<file path="src/hw/rs485de_pkg.sv">
package rs485de_pkg;

  // Register locations on the I/O port
  localparam logic [2:0] RS485DE_TRANSMIT_DATA_PORT = 3'h0;
  localparam logic [2:0] RS485DE_MODEM_CONTROL_PORT = 3'h4;
  localparam logic [2:0] RS485DE_LINE_STATUS_PORT   = 3'h5;

  // Field positions
  localparam int RS485DE_MCR_DRIVER_BIT   = 0;
  localparam int RS485DE_LSR_READY_BIT    = 0;
  localparam int RS485DE_LSR_OVERRUN_BIT  = 1;
  localparam int RS485DE_LSR_FRAMING_BIT  = 3;
  localparam int RS485DE_LSR_HOLDING_BIT  = 5;
  localparam int RS485DE_LSR_SHIFTER_BIT  = 6;

  // Reset values and writable mask
  localparam logic [7:0] RS485DE_MCR_RESET = 8'h00;
  localparam logic [7:0] RS485DE_MCR_MASK  = 8'h1F;
  localparam logic [7:0] RS485DE_RX_RESET  = 8'h00;

  // Timing
  localparam int RS485DE_SYS_CLK_HZ   = 250000000;
  localparam int RS485DE_BAUD         = 9600;
  localparam int RS485DE_OVERSAMPLE   = 16;
  localparam int RS485DE_TICK_DIV     = (RS485DE_SYS_CLK_HZ + (RS485DE_BAUD * RS485DE_OVERSAMPLE) / 2)
                                        / (RS485DE_BAUD * RS485DE_OVERSAMPLE);
  localparam logic [3:0] RS485DE_TICK_LAST = 4'hF;
  localparam logic [3:0] RS485DE_TICK_MID  = 4'h7;
  localparam logic [2:0] RS485DE_BIT_LAST  = 3'h7;
  localparam int RS485DE_FIFO_DEPTH   = 32;
  localparam int RS485DE_DATA_W       = 8;

  // Serial engine states, one-hot
  typedef enum logic [3:0] {
    RS485DE_SER_IDLE  = 4'b0001,
    RS485DE_SER_START = 4'b0010,
    RS485DE_SER_DATA  = 4'b0100,
    RS485DE_SER_STOP  = 4'b1000
  } rs485de_ser_type;

endpackage

</file>
<file path="src/hw/rs485de_uart.sv">
// Operation
// - Modem control driver bit drives line enable
// - Write at data port queues a character
// - Line status bit 5 shows holding state
// - Line status bit 6 shows shifter state
// - Receive path needs no direction control
`timescale 1ns/100ps
`default_nettype none
module rs485de_uart
  import rs485de_pkg::*;
#(
  parameter int TICK_DIV   = RS485DE_TICK_DIV,
  parameter int FIFO_DEPTH = RS485DE_FIFO_DEPTH
) (
  input  wire logic       sys_clk,
  input  wire logic       rst,
  input  wire logic [2:0] port_addr,
  input  wire logic       port_wr,
  input  wire logic       port_rd,
  input  wire logic [7:0] port_wdata,
  output logic            port_wr_ready,
  output logic [7:0]      port_rdata,
  output logic            port_rvalid,
  output logic            serial_tx,
  input  wire logic       serial_rx,
  output logic            line_driver_enable
);

  localparam int DW = $clog2(TICK_DIV + 1);

  typedef struct packed {
    logic [DW-1:0]   div_cnt;
    logic            tick;
    logic [7:0]      mcr;
    rs485de_ser_type tx_st;
    logic [3:0]      tx_cnt;
    logic [2:0]      tx_bit;
    logic [7:0]      tx_sh;
    logic            tx_line;
    logic            rx_s1;
    logic            rx_s2;
    rs485de_ser_type rx_st;
    logic [3:0]      rx_cnt;
    logic [2:0]      rx_bit;
    logic [7:0]      rx_sh;
    logic [7:0]      rx_data;
    logic            rx_ready;
    logic            overrun;
    logic            framing;
    logic [7:0]      rdata;
    logic            rvalid;
  } rs485de_state_type;

  rs485de_state_type q;
  rs485de_state_type d;
  logic              fifo_out_valid;
  logic              fifo_out_ready;
  logic [7:0]        fifo_out_data;
  logic              fifo_push;
  logic [7:0]        lsr;
  logic              rx_done;
  logic              rd_data_port;
  logic              rd_status_port;

  // Characters written to the data port are queued; a write while full is dropped
  assign fifo_push      = port_wr && (port_addr == RS485DE_TRANSMIT_DATA_PORT);
  assign fifo_out_ready = (q.tx_st == RS485DE_SER_IDLE);

  rs485de_fifo #(
    .WIDTH (RS485DE_DATA_W),
    .DEPTH (FIFO_DEPTH)
  ) u_tx_fifo (
    .sys_clk   (sys_clk),
    .rst       (rst),
    .in_valid  (fifo_push),
    .in_ready  (port_wr_ready),
    .in_data   (port_wdata),
    .out_valid (fifo_out_valid),
    .out_ready (fifo_out_ready),
    .out_data  (fifo_out_data)
  );

  // Status flags read 1 while busy so the host polls until both are 0
  always_comb begin
    lsr                          = 8'h00;
    lsr[RS485DE_LSR_READY_BIT]   = q.rx_ready;
    lsr[RS485DE_LSR_OVERRUN_BIT] = q.overrun;
    lsr[RS485DE_LSR_FRAMING_BIT] = q.framing;
    lsr[RS485DE_LSR_HOLDING_BIT] = fifo_out_valid;
    lsr[RS485DE_LSR_SHIFTER_BIT] = (q.tx_st != RS485DE_SER_IDLE);
  end

  assign rd_data_port   = port_rd && (port_addr == RS485DE_TRANSMIT_DATA_PORT);
  assign rd_status_port = port_rd && (port_addr == RS485DE_LINE_STATUS_PORT);
  assign rx_done        = q.tick && (q.rx_st == RS485DE_SER_STOP) && (q.rx_cnt == RS485DE_TICK_LAST);

  always_comb begin
    d        = q;
    d.tick   = 1'b0;
    d.rvalid = port_rd;

    // Oversample tick divider
    if (q.div_cnt == DW'(TICK_DIV - 1)) begin
      d.div_cnt = '0;
      d.tick    = 1'b1;
    end else begin
      d.div_cnt = q.div_cnt + 1'b1;
    end

    // Modem control write; the driver bit follows software only
    if (port_wr && (port_addr == RS485DE_MODEM_CONTROL_PORT)) begin
      d.mcr = port_wdata & RS485DE_MCR_MASK;
    end

    // Read data is registered; unmapped locations read zero
    case (port_addr)
      RS485DE_TRANSMIT_DATA_PORT: d.rdata = q.rx_data;
      RS485DE_MODEM_CONTROL_PORT: d.rdata = q.mcr;
      RS485DE_LINE_STATUS_PORT:   d.rdata = lsr;
      default:                    d.rdata = 8'h00;
    endcase
    if (!port_rd) begin
      d.rdata = q.rdata;
    end

    // Transmitter: 16 ticks per bit, LSB first, one stop bit
    case (q.tx_st)
      RS485DE_SER_IDLE: begin
        d.tx_line = 1'b1;
        if (fifo_out_valid) begin
          d.tx_sh   = fifo_out_data;
          d.tx_cnt  = 4'h0;
          d.tx_bit  = 3'h0;
          d.tx_line = 1'b0;
          d.tx_st   = RS485DE_SER_START;
        end
      end
      RS485DE_SER_START: begin
        if (q.tick) begin
          d.tx_cnt = q.tx_cnt + 1'b1;
          if (q.tx_cnt == RS485DE_TICK_LAST) begin
            d.tx_line = q.tx_sh[0];
            d.tx_st   = RS485DE_SER_DATA;
          end
        end
      end
      RS485DE_SER_DATA: begin
        if (q.tick) begin
          d.tx_cnt = q.tx_cnt + 1'b1;
          if (q.tx_cnt == RS485DE_TICK_LAST) begin
            d.tx_bit = q.tx_bit + 1'b1;
            d.tx_sh  = {1'b0, q.tx_sh[7:1]};
            if (q.tx_bit == RS485DE_BIT_LAST) begin
              d.tx_line = 1'b1;
              d.tx_st   = RS485DE_SER_STOP;
            end else begin
              d.tx_line = q.tx_sh[1];
            end
          end
        end
      end
      RS485DE_SER_STOP: begin
        if (q.tick) begin
          d.tx_cnt = q.tx_cnt + 1'b1;
          if (q.tx_cnt == RS485DE_TICK_LAST) begin
            d.tx_st = RS485DE_SER_IDLE;
          end
        end
      end
      default: begin
        d.tx_st   = RS485DE_SER_IDLE;
        d.tx_line = 1'b1;
      end
    endcase

    // Receive line synchroniser
    d.rx_s1 = serial_rx;
    d.rx_s2 = q.rx_s1;

    // Receiver runs whatever the driver state, as on a point-to-point line
    case (q.rx_st)
      RS485DE_SER_IDLE: begin
        if (!q.rx_s2) begin
          d.rx_cnt = 4'h0;
          d.rx_st  = RS485DE_SER_START;
        end
      end
      RS485DE_SER_START: begin
        if (q.tick) begin
          d.rx_cnt = q.rx_cnt + 1'b1;
          if (q.rx_cnt == RS485DE_TICK_MID) begin
            d.rx_cnt = 4'h0;
            d.rx_bit = 3'h0;
            d.rx_st  = q.rx_s2 ? RS485DE_SER_IDLE : RS485DE_SER_DATA; // Glitch rejected
          end
        end
      end
      RS485DE_SER_DATA: begin
        if (q.tick) begin
          d.rx_cnt = q.rx_cnt + 1'b1;
          if (q.rx_cnt == RS485DE_TICK_LAST) begin
            d.rx_sh  = {q.rx_s2, q.rx_sh[7:1]};
            d.rx_bit = q.rx_bit + 1'b1;
            if (q.rx_bit == RS485DE_BIT_LAST) begin
              d.rx_st = RS485DE_SER_STOP;
            end
          end
        end
      end
      RS485DE_SER_STOP: begin
        if (q.tick) begin
          d.rx_cnt = q.rx_cnt + 1'b1;
          if (q.rx_cnt == RS485DE_TICK_LAST) begin
            d.rx_st = RS485DE_SER_IDLE;
          end
        end
      end
      default: d.rx_st = RS485DE_SER_IDLE;
    endcase

    // Flag clears by read come first so a same-cycle arrival wins
    if (rd_data_port) begin
      d.rx_ready = 1'b0;
    end
    if (rd_status_port) begin
      d.overrun = 1'b0;
      d.framing = 1'b0;
    end
    if (rx_done) begin
      d.rx_data  = q.rx_sh;
      d.rx_ready = 1'b1;
      if (q.rx_ready && !rd_data_port) begin
        d.overrun = 1'b1;
      end
      if (!q.rx_s2) begin
        d.framing = 1'b1;
      end
    end
  end

  // Reset leaves the driver off so the node never contends on the bus
  always_ff @(posedge sys_clk or posedge rst) begin
    if (rst) begin
      q         <= '0;
      q.mcr     <= RS485DE_MCR_RESET;
      q.tx_st   <= RS485DE_SER_IDLE;
      q.rx_st   <= RS485DE_SER_IDLE;
      q.tx_line <= 1'b1;
      q.rx_s1   <= 1'b1;
      q.rx_s2   <= 1'b1;
      q.rx_data <= RS485DE_RX_RESET;
    end else begin
      q <= d;
    end
  end

  assign line_driver_enable = q.mcr[RS485DE_MCR_DRIVER_BIT];
  assign serial_tx          = q.tx_line;
  assign port_rdata         = q.rdata;
  assign port_rvalid        = q.rvalid;

endmodule
`default_nettype wire

</file>
<file path="src/hw/rs485de_fifo.sv">
`timescale 1ns/100ps
`default_nettype none
module rs485de_fifo #(
  parameter int WIDTH = 8,
  parameter int DEPTH = 32
) (
  input  wire logic             sys_clk,
  input  wire logic             rst,
  input  wire logic             in_valid,
  output logic                  in_ready,
  input  wire logic [WIDTH-1:0] in_data,
  output logic                  out_valid,
  input  wire logic             out_ready,
  output logic      [WIDTH-1:0] out_data
);

  localparam int AW = $clog2(DEPTH);

  typedef struct packed {
    logic [DEPTH-1:0][WIDTH-1:0] mem;
    logic [AW-1:0]               wr_ptr;
    logic [AW-1:0]               rd_ptr;
    logic [AW:0]                 count;
  } rs485de_fifo_type;

  rs485de_fifo_type q;
  rs485de_fifo_type d;
  logic             push;
  logic             pop;

  // Handshakes straight from the fill count
  assign in_ready  = (q.count != (AW+1)'(DEPTH));
  assign out_valid = (q.count != '0);
  assign out_data  = q.mem[q.rd_ptr];
  assign push      = in_valid && in_ready;
  assign pop       = out_valid && out_ready;

  // Pointers wrap by explicit compare so DEPTH need not be a power of two
  always_comb begin
    d = q;
    if (push) begin
      d.mem[q.wr_ptr] = in_data;
      d.wr_ptr        = (q.wr_ptr == AW'(DEPTH - 1)) ? '0 : q.wr_ptr + 1'b1;
    end
    if (pop) begin
      d.rd_ptr = (q.rd_ptr == AW'(DEPTH - 1)) ? '0 : q.rd_ptr + 1'b1;
    end
    case ({push, pop})
      2'b10:   d.count = q.count + 1'b1;
      2'b01:   d.count = q.count - 1'b1;
      default: d.count = q.count;
    endcase
  end

  always_ff @(posedge sys_clk or posedge rst) begin
    if (rst) begin
      q <= '0;
    end else begin
      q <= d;
    end
  end

endmodule
`default_nettype wire

</file>
<file path="config.mk">
export PLATFORM = sky130hd
export DESIGN_NAME = rs485de_uart
export DESIGN_NICKNAME = d
export VERILOG_FILES = /design/src/hw/rs485de_pkg.sv /design/src/hw/rs485de_uart.sv /design/src/hw/rs485de_fifo.sv
export SDC_FILE = /design/constraint.sdc
export NUM_CORES = 1
export LEC_CHECK = 0
export BUFFER_PORTS_ARGS = -buffer_cell sky130_fd_sc_hd__buf_2
export CORE_MARGIN = 4
export CORE_UTILIZATION = 60
export DETAILED_ROUTE_END_ITERATION = 8
export GPL_TIMING_DRIVEN = 0
export PLACE_DENSITY = 0.79
export SLEW_MARGIN = 20
export SYNTH_ARGS = -nofsm -noshare
export SYNTH_HDL_FRONTEND = slang
export SYNTH_HIERARCHICAL = 1
export SYNTH_SLANG_ARGS = --single-unit
</file>
<file path="constraint.sdc">
create_clock -name sys_clk -period 23.2 [get_ports sys_clk]
set_clock_uncertainty 0.15 [all_clocks]
set_input_delay 4.64 -clock sys_clk [delete_from_list [all_inputs] [get_ports sys_clk]]
set_output_delay 4.64 -clock sys_clk [all_outputs]
set_load 0.03 [all_outputs]
</file>
======== Word-level counts from Yosys, hierarchy flattened ========
Index checks and enable logic that the tools add are counted.
storage, ports and cells
  flip-flop bits (word level) ............. 350
cells by class
  $add $sub $neg .......................... 9
  bitwise logic cells ..................... 1
  multiplexer cells ....................... 45
  reduce and logical (&&, ||, !) cells .... 27
  equality and inequality tests ........... 38
  magnitude comparators ................... 3
operators with widths
  operator               count
  $bwmux 256             1
  $pmux 4 s4             4
  $mux 8                 6
  $mux 11                4
  $bmux 8 s5             1
  $demux 8 s5            1
  $mux 20                2
  $ne 2x2->1 const B     15
  $mux 4                 7
  $pmux 8 s3             1
  $pmux 11 s2            1
  $reduce_and 5->1       4
  $mux 19                1
  $eq 4x4->1 const B     4
  $reduce_and 8->1       2
  $eq 3x3->1 const B     4
  $eq 4x3->1 const B     3
  $lt 5x6->1 const B     2
  $mux 12                1
  $pmux 6 s2             1
  $add 11x1->11 const B  1
  $eq 11x11->1 const B   1
  $add 5x1->5 const B    2
  $eq 5x5->1 const B     2
  other kinds (27)       52

======== Logic depth before layout (Yosys ltp) ========
Gate-level depths: netlist of the first run.
  depth in word-level cells ............... 6
  mapped depth ............................ 12
  depth with buffers taken out ............ 11

======== Modules after synthesis ========
The synthesis of the first run kept the hierarchy.
modules (own cells, without submodules)
  module        area each (um^2)  sequential area each (um^2)  cells an instance  times used
  rs485de_fifo  13,350.3          6,806.5                      918                1
  rs485de_uart  3,866.2           1,958.1                      397                1

======== Least setup slack after synthesis of the first run ========
No wires, ideal clock.
  path kind ............................... input -> register
  from .................................... input port_addr[2]
  to ...................................... register u_tx_fifo/q[5] (netlist name)
  stages .................................. 10
  path slack .............................. 15,630 ps
  path buffers ............................ 2
  required time ........................... 22,926 ps
  arrival ................................. 7,295 ps
  library setup time ...................... 124 ps
  cells stage by stage .................... clkbuf_1 > nor4b_1 > o31ai_4 > buf_6 > ha_1 > ha_1 > o21ai_0 > o2111a_1 > or4_1 > xnor2_1
on the way
  word-level cells in the longest chain between the ends .. 5
  elaborated cells between the ends (all ways) .. 7
  those cells by class .................... eq/ne (2); mux (1); reduce/logical (4)
RTL lines
  element                                          line                text
  start, declared                                  rs485de_uart.sv:17  input wire logic [2:0] port_addr,
  $logic_not 3->1 (*)                              rs485de_uart.sv:66  assign fifo_push = port_wr && (port_addr == RS485DE_TRANSMIT_DATA_PORT);
  $logic_and 1x1->1 (*)                            rs485de_uart.sv:66
  net fifo_push                                    rs485de_uart.sv:59  logic fifo_push;
  $logic_and 1x1->1 (*)                            rs485de_fifo.sv:35  assign push = in_valid && in_ready;
  $eq 2x1->1 or $eq 2x2->1 (tied branches)         rs485de_fifo.sv:48  case ({push, pop})
  $pmux 6 s2 or $reduce_bool 2->1 (tied branches)  n/a
  end signal, assigned                             rs485de_fifo.sv:57  q <= '0;
  end signal, assigned                             rs485de_fifo.sv:59  q <= d;
  end, declared                                    rs485de_fifo.sv:26  rs485de_fifo_type q;
Mark *: on every way through the listed nets, which the timed path passes. The rest lies on a longest branch.
A chain may end at the register's enable or synchronous reset.

======== Final worst setup path of the first run ========
Same ends and word-level chain as after synthesis.

==> impl_summary.md, run 1 <==
Die
The area of the die is 31500 sq um. The chip height is 177 microns. 28 I/O pins were placed. The count of standard-cell rows is 61.

After floorplanning, the core was sized to cover 28000 sq um. The die is 177 microns wide. For this configuration, the core starts out at a cell density of 0.615.

Placement
The congestion estimate from routability-driven global placement came to 0.887. The total half-perimeter wirelength after legalization and detailed placement is 27.3 mm. The number of port buffers is 26.

Synthesis
The most used standard cell by instance count after synthesis is sky130_fd_sc_hd__dfrtp_1. Synthesis produced 1315 cells. The share of Yosys cell area claimed by the top area cell type is 0.501.

Ranked by total cell area, the synthesized netlist is headed by sky130_fd_sc_hd__dfrtp_1 (50%), sky130_fd_sc_hd__mux2_2 (14%), sky130_fd_sc_hd__mux2_4 (5.6%). The cell taking the most area after synthesis is sky130_fd_sc_hd__dfrtp_1. By count the netlist is led by sky130_fd_sc_hd__dfrtp_1 (345), sky130_fd_sc_hd__mux2_2 (214), sky130_fd_sc_hd__mux2i_1 (68), sky130_fd_sc_hd__nand2_1 (66), sky130_fd_sc_hd__mux2_4 (64). The sequential-to-total area share from yosys stat is 0.509. Counting flops with an async set or reset pin after synthesis yields a share of 1.00. After synthesis the cells add up to 17200 sq um.

The number of enable flip-flop cells after synthesis is 0. Synthesis instantiated 79 different standard cells from the library. For this run, the leading register cell type out of synthesis is sky130_fd_sc_hd__dfrtp_1.

Synthesis inferred 350 register bits. The synthesized netlist net count is 1351. The total of warnings raised by yosys is 6. The average instance in the mapped netlist occupies 13.1 sq um.

STA
The maximum clock frequency is 0.130 GHz. The final number of hold-violating endpoints is 0. The number of max-slew violations in the final report came to 0. The final number of setup-violating endpoints is 0.

The final cycle utilization of the critical path is 0.332. The transition at the pin with the smallest max-transition slack is 994 ps. In the final timing run, aggregate negative setup slack is 0 ps.

Setup repair after global routing left no endpoint under its margin. Hold timing on the final database bottoms out at a slack of 211 ps. The worst pin sits at a relative slew slack of 0.332. The clock period could shrink to 7690 ps.

Global route
For this run, the total global-route usage over all layers was measured as 0.262. After global routing the overflow that remains totals 0. The first global-routing pass estimated 64.3 mm of wire. The number of antenna violations at the first check in global routing is 1.

The number of global-route vias before repair was 11200. The pin count of the biggest net entering global routing is 107.

Clock network
The clock network latency to the later pin of the worst-skew pair is 530 ps. For this design, the sink count on the clock tree is 350. After clock tree synthesis, the repair step resized 0 gates. The number of setup buffers added after CTS is 0. The number of levels the H-tree was split into is 2. The clock-pin slew on the worst setup and hold paths is 60 ps.

The longest clock path from root to sink contains 3 buffers. TritonCTS built the clock tree. The hold-fix buffer count after cts is 0.

The CTS root buffer is sky130_fd_sc_hd__clkbuf_16. Counting the buffers created by CTS gives 37.

Pwr
The analysis attributes to cell leakage a power of 9.51 nW. VDD sags by at most 0.0000640 V. For this design the ratio of total power to cell area is 77.2 nW/um^2.

Setup path
The element type at the critical path start is an input port. The critical path capture point is u_tx_fifo/q[5]$_DFFE_PP0P_. The data arrival time of the critical path is 7960 ps. The timing startpoint of the critical path is port_addr[2]. For the worst setup path, the data required time is 23460 ps. The critical path endpoint category is a register.

Of all nets on the critical path, the largest fanout is 10. Across all register-to-register paths, the minimum setup slack is 19190 ps. The endpoint of the lowest-slack register-to-register path is u_tx_fifo/q[5]$_DFFE_PP0P_.

The setup path with the least slack is of type in -> reg. The worst register-to-register path begins at q[57]$_DFFE_PP1P_. For the worst flop-to-flop path, the logic depth is 11.

Run
Across the run, the number of max-cap violations was 0.

Detailed routing
For this block, the initial DRC count from the detailed router was 1112. In this run the remaining antenna-violating nets after routing total 0. The first detailed-routing pass took 5 iterations.

After detailed routing, the number of remaining DRC violations is 0. The post-detailed-route wirelength per cell is 22.7 microns. The mean number of vias per cell is 6.28. After detailed routing, the total wire length is 40.7 mm. The total vias in the final route is 11300.

Final layout
Relative to the synthesized area, the layout overhead comes to 11.2%. The final-stage net count is 1419. Of the cells placed in the final design, the portion with a size suffix greater than 1 is 0.352.

Status
The run finished with clean final reports.

Worst hold path
The min-delay analysis places its worst path in the category reg -> reg.
metal layers:
layer	share of wire	up-vias	track usage	wire [microns]
met2	0.48	380	0.421	19400
met3	0.065	62	0.0381	2640
met4	0.023	2	0.0667	926
met5	0.00032	-	0	13
li1	-	4927	-	-
met1	0.44	5879	0.380	17700
metrics by stage:
stage	util	worst slack (ps)	instances	total power [mW]	area (sq um)
2_1_floorplan	-	10910	1315	0.845	17200
3_3_place_gp	0.636	8120	1719	0.885	17800
3_5_place_dp	0.640	14910	1722	0.897	17900
4_1_cts	0.683	15500	1790	1.49	19100
5_1_grt	0.683	15340	1790	1.54	19100
6_report	0.684	15510	1791	1.48	19100
report_power, final:
group / internal (mW) / switching [mW] / leakage (nW)
Combinational: 0.0902 / 0.101 / 4.13
Clock: 0.350 / 0.239 / 0.610
Sequential: 0.662 / 0.0358 / 4.77
cells by family (layout without fill, tap and decap cells):
group,count (synthesis),count (layout),synth area share
mux,379,379,0.278
flops,350,350,0.509
simple gates,258,258,0.0840
compound gates,153,153,0.0633
buf+inv,138,235,0.0422
fa+ha+maj,20,20,0.0150
xor+xnor,17,17,0.00865
other cells,0,1,0
final cells by class:
type                    instances  area [sq um]
fillers                      1939          8860
flip-flops and latches        350          8760
multi-input cells             827          7730
clock buffers                  62          1190
plain buffers                 110           621
well taps                     378           473
repair buffers                 29           213
inverters                      28           115
clock inverters                 6          33.8
diodes                          1          2.50
flip-flops by register name (all words and copies together) (netlist names):
signal and cells:
u_tx_fifo/q 272, port_rvalid 1, serial_tx 1, port_rdata 8, d 1, line_driver_enable 1, q 63, lsr 3
how the worst min path moves through the flow:
stage	end	cells past startpoint	start
after floorplan	q[39]$_DFF_PP1_	0	d[39]$_DFF_PP1_
after global placement	q[39]$_DFF_PP1_	0	d[39]$_DFF_PP1_
after detailed placement	q[39]$_DFF_PP1_	0	d[39]$_DFF_PP1_
after CTS	q[39]$_DFF_PP1_	0	d[39]$_DFF_PP1_
after global routing	q[39]$_DFF_PP1_	0	d[39]$_DFF_PP1_
final	q[39]$_DFF_PP1_	0	d[39]$_DFF_PP1_
worst max-delay path, stage by stage:
cell	delay, ps
sky130_fd_sc_hd__buf_2	100
sky130_fd_sc_hd__clkbuf_1	230
sky130_fd_sc_hd__nor4b_1	800
sky130_fd_sc_hd__o31ai_4	220
sky130_fd_sc_hd__buf_6	200
sky130_fd_sc_hd__ha_1	310
sky130_fd_sc_hd__ha_1	380
sky130_fd_sc_hd__o21ai_0	140
sky130_fd_sc_hd__o2111a_1	250
sky130_fd_sc_hd__or4_1	540
sky130_fd_sc_hd__xnor2_1	140
placed cells by master (no fill, tap or decap), types with 4 or more instances in the layout:
cell,instances
sky130_fd_sc_hd__nand2_1,66
sky130_fd_sc_hd__nor2_1,37
sky130_fd_sc_hd__nor3_1,10
sky130_fd_sc_hd__a221oi_1,8
sky130_fd_sc_hd__and4_4,5
sky130_fd_sc_hd__or2_2,4
sky130_fd_sc_hd__and4_1,11
sky130_fd_sc_hd__dfrtp_1,345
sky130_fd_sc_hd__and3_1,14
sky130_fd_sc_hd__nor3b_1,5
sky130_fd_sc_hd__ha_1,19
sky130_fd_sc_hd__mux2i_1,68
sky130_fd_sc_hd__xnor2_1,9
sky130_fd_sc_hd__nor2b_1,10
sky130_fd_sc_hd__clkbuf_16,39
sky130_fd_sc_hd__nand3_1,40
sky130_fd_sc_hd__mux2_2,214
sky130_fd_sc_hd__mux2_4,64
sky130_fd_sc_hd__nor2_2,10
sky130_fd_sc_hd__nand2b_1,9
sky130_fd_sc_hd__buf_1,7
sky130_fd_sc_hd__xor2_1,8
sky130_fd_sc_hd__a22o_1,8
sky130_fd_sc_hd__o21ai_0,35
sky130_fd_sc_hd__inv_1,26
sky130_fd_sc_hd__mux4_2,32
sky130_fd_sc_hd__or3_1,5
sky130_fd_sc_hd__clkbuf_1,59
sky130_fd_sc_hd__buf_4,15
sky130_fd_sc_hd__o22ai_1,11
sky130_fd_sc_hd__buf_2,48
sky130_fd_sc_hd__buf_6,16
sky130_fd_sc_hd__a21oi_1,17
sky130_fd_sc_hd__dfstp_2,5
sky130_fd_sc_hd__clkinv_2,5
sky130_fd_sc_hd__clkbuf_8,13
sky130_fd_sc_hd__a22oi_1,36
No activity file was read; power rests on OpenSTA's default activity.
==> inputs of run 2 (changes only) <==
--- a/config.mk
+++ b/config.mk
@@ -5,12 +5,13 @@
 export SDC_FILE = /design/constraint.sdc
 export NUM_CORES = 1
 export LEC_CHECK = 0
+export ABC_AREA = 1
 export BUFFER_PORTS_ARGS = -buffer_cell sky130_fd_sc_hd__buf_2
 export CORE_MARGIN = 4
 export CORE_UTILIZATION = 60
 export DETAILED_ROUTE_END_ITERATION = 8
 export GPL_TIMING_DRIVEN = 0
-export PLACE_DENSITY = 0.79
+export PLACE_DENSITY = 0.78
 export SLEW_MARGIN = 20
 export SYNTH_ARGS = -nofsm -noshare
 export SYNTH_HDL_FRONTEND = slang
==> constraint.sdc (replaced) <==
create_clock -name sys_clk -period 7.3 [get_ports sys_clk]
set_clock_uncertainty 0.15 [all_clocks]
set_input_delay 1.46 -clock sys_clk [delete_from_list [all_inputs] [get_ports sys_clk]]
set_output_delay 1.46 -clock sys_clk [all_outputs]
set_load 0.03 [all_outputs]
==> run 2 against run 1 <==
Die area grew 4.6%; register-to-register slack lost 15000 ps; global-route usage grew 7.0 points; final cell count grew 61%; via count grew 50%; sequential cell count is the same; non-clock buffer count grew 21; final area grew 5.4%; utilization shrank 0.25 points; clock power grew to 3.5 times the previous value; largest power group is now combinational logic.
==> impl_summary.md, run 2 <==
Status
The flow ran to the end, and the final reports show no timing, DRC or antenna violations.

Final layout
The area growth from synthesis to layout is 11.9%. In the layout the commonest cells are sky130_fd_sc_hd__nand2_1 (1101), sky130_fd_sc_hd__nand3_1 (498), sky130_fd_sc_hd__dfrtp_1 (345). Fill cells in the final layout number 2548.

The final layout contains 2505 nets. The fraction of layout cells with a size suffix above 1 is 0.114. The final non-filler cell area is 20200 sq um. The register containing the most flip-flops in the final layout is u_tx_fifo/q.

The final standard cell count with taps included and fillers excluded is 2887. The number of antenna diodes is 0. The library cell used most frequently in the layout, excluding fill and tap cells, is sky130_fd_sc_hd__nand2_1.

The register with the most flip-flops in the layout has 272 of them.

Synthesis
Each instance of the synthesized netlist takes up on average 7.54 sq um. The cell taking the most area after synthesis is sky130_fd_sc_hd__dfrtp_1. In this run, synthesis inferred 0 flip-flops with an integrated enable.

The cell area that synthesis handed to floorplanning was 18000 sq um. Among all flip-flop cells after synthesis, the most frequent one is sky130_fd_sc_hd__dfrtp_1. The area fraction in compound gates after synthesis is 0.0216. Of the total synthesized cell area, the portion taken by AND, OR, NAND and NOR gates is 0.418. By instance count, the leading cell after synthesis is sky130_fd_sc_hd__nand2_1. After synthesis, the cell types taking the most area are sky130_fd_sc_hd__dfrtp_1 (48%), sky130_fd_sc_hd__nand2_1 (23%), sky130_fd_sc_hd__nand3_1 (14%).

The count of cell types in the netlist is 43. The sequential-to-total area share from yosys stat is 0.486. The adder-cell share of the synthesized area is 0.0143. The number of register bits inferred by synthesis is 350.

The xor/xnor share of the synthesized area is 0.00631. The commonest cells after synthesis are sky130_fd_sc_hd__nand2_1 (1101), sky130_fd_sc_hd__nand3_1 (498), sky130_fd_sc_hd__dfrtp_1 (345), sky130_fd_sc_hd__inv_1 (60), sky130_fd_sc_hd__buf_2 (53). The share of synthesized flip-flops with an asynchronous set or reset is 1.00. The fraction of synthesized area in multiplexers is 0.00250. The total of warnings raised by yosys is 6. The synthesized netlist net count is 2428. The share of synthesized area in the top cell type comes to 0.479.

The post-synthesis cell count is 2392. By area, the combinational part of the netlist is dominated by simple AND/OR/NAND/NOR gates.

Die
The floorplan has 63 rows. In this run the horizontal extent of the chip is 181 microns. The area of the die is 32900 sq um.

The standard cell core area is 29600 sq um. For this configuration, the core starts out at a cell density of 0.609. The chip height is 181 microns. The number of top-level design ports is 28.

Clock network
The clock tree synthesis step divided the H-tree into 2 levels. The hold-fix buffer count after cts is 0. The number of gates given a new drive strength after cts is 0. TritonCTS built the clock tree. The sink count of the clock tree is 350. After clock tree synthesis, the clock-pin slew on the worst setup and hold paths is 50 ps. Clock latency on the worst-skew pair, taken at its later pin, is 530 ps.

The number of clock buffers added by TritonCTS is 39. The CTS root buffer is sky130_fd_sc_hd__clkbuf_16. Buffers added to address setup during post-CTS repair amount to 0.

The clock tree buffer depth is 3.

STA
Setup repair after global routing left no endpoint under its margin. For the pin with the worst max-slew slack, the measured transition is 918 ps. The number of max-slew violations in the final report is 0. The final cycle utilization of the critical path is 0.483. The maximum clock frequency is 0.283 GHz. For the finished layout, the period the worst path requires is 3530 ps. The setup TNS is 0 ps.

The final number of setup-violating endpoints is 0. Headroom to the max-slew limit came out at 0.388. The final number of hold-violating endpoints is 0.

Worst hold path
The worst hold-check path type is reg -> reg.

Placement
The wire-length estimate of the detail-placed layout is 37.8 mm. Including well taps, the total number of placed cells is 2818. Input and output buffers added on the ports amount to 27.

The standard cell area after detailed placement is 18900 sq um. The final estimated routing congestion in global placement is 1.01.

Detailed routing
The detail route stage leaves a number of antenna-violating nets equal to 0. The routed design has 54.5 mm of wire. The detailed-router iteration count before antenna repair is 5.

Dividing the detail-routed via count by the number of cells gives 5.86. The routed layout has 16900 vias. The post-route DRC violation count is 0. The number of DRC markers after the initial detailed-route iteration is 2243. After detailed routing, the average wire length per cell comes to 18.9 microns.

Pwr
The analysis attributes to cell leakage a power of 10.8 nW. In this run the power density over the cells is 350 nW/um^2. The worst-case IR drop observed on VDD is 0.000281 V.

Global route
Across every metal layer, demand over resource in global routing totals 0.332. The pin count of the biggest net entering global routing is 58. The number of antenna violations at the first check in global routing was 0. The first-pass GRT wire length is 87.4 mm. The number of global-route vias before repair is 16100.

The global-route congestion overflow total is 0.

Setup path
The data arrival time of the critical path is 3790 ps. The critical path endpoint category is a register. The critical path in this run is classified as in -> reg.

The element type at the critical path start is an input port. The top fanout value on the critical path is 10. STA puts the critical path data required time at 7560 ps. Walking the worst path, the cells encountered are buf_2, nor3_2, and2_1, nand2_4, ha_1, ha_1, nand3_1, nand3_1, nand3_1, nand2_1, nand2_1, nand2_1, nand2_1, nand2_1. The highest cell delay on the worst timing path is 540 ps. The cell that appears most often on the critical path is sky130_fd_sc_hd__nand2_1. The slowest stage of the critical path is the sky130_fd_sc_hd__nor3_2 cell.

Run
Across the run, the number of max-cap violations was 0.
-- run 2: metrics by stage --
stage	utilization	power [mW]	hold WS, ps	setup WS (ps)
CTS	0.681	7.00	209	3780
detailed placement	0.636	4.94	200	3260
floorplan	-	4.08	195	2090
finish	0.681	7.07	208	3770
global route	0.681	7.43	214	3520
global placement	0.630	4.88	199	444
-- run 2: path summary, 6_finish.rpt --
check                                  start                      endpoint  slack (ps)  depth (start not counted)
min in group asynchronous                rst             q[12]$_DFFE_PP0P_         770                          2
setup reg to reg           q[57]$_DFFE_PP1P_    u_tx_fifo/q[4]$_DFFE_PP0P_        4170                         16
setup / recovery                port_addr[2]    u_tx_fifo/q[5]$_DFFE_PP0P_        3770                         14
hold reg to reg              d[39]$_DFF_PP1_               q[39]$_DFF_PP1_         210                          0
max in group asynchronous                rst  u_tx_fifo/q[167]$_DFFE_PP0P_        4980                          5
hold / removal               d[39]$_DFF_PP1_               q[39]$_DFF_PP1_         210                          0
-- run 2: power by group --
| part | total, mW | switching, mW | leakage (nW) | internal, mW |
|---|---|---|---|---|
| Combinational | 2.58 | 1.89 | 5.38 | 0.698 |
| Sequential | 2.43 | 0.200 | 4.77 | 2.23 |
| Clock | 2.05 | 0.793 | 0.644 | 1.26 |
| Total | 7.07 | 2.88 | 10.8 | 4.19 |
-- run 2: routing by layer --
metal  part of all wire  global-route usage  wire, microns  up-vias
met4              0.044               0.124           2430        0
met1               0.41               0.472          22100     7988
met5                  0                   0              0        -
met3               0.11              0.0767           6010      186
li1                   -                   -              -     7836
met2               0.44               0.503          24000      895
-- run 2: area by class of cell --
| type | count | area, sq um | share of cell area |
|---|---|---|---|
| sequential | 350 | 8760 | 0.434 |
| multi-input combinational | 1840 | 8350 | 0.414 |
| clock buffer | 53 | 1090 | 0.0541 |
| buffer | 124 | 629 | 0.0312 |
| tap | 390 | 488 | 0.0242 |
| timing repair buffer | 36 | 323 | 0.0160 |
| inverter | 78 | 299 | 0.0148 |
| clock inverter | 16 | 238 | 0.0118 |
-- run 2: cells by family (layout without fill, tap and decap cells) --
logic type,after synthesis,after routing
fa+ha+maj,20,20
buf+inv,202,307
compound gates,66,66
simple gates,1737,1737
xor+xnor,13,13
mux,4,4
flops,350,350
-- run 2: critical path: cells and delay by family --
family	cells	cell delay (ps)
fa+ha+maj	2	690
buf+inv	1	110
simple gates	11	1540
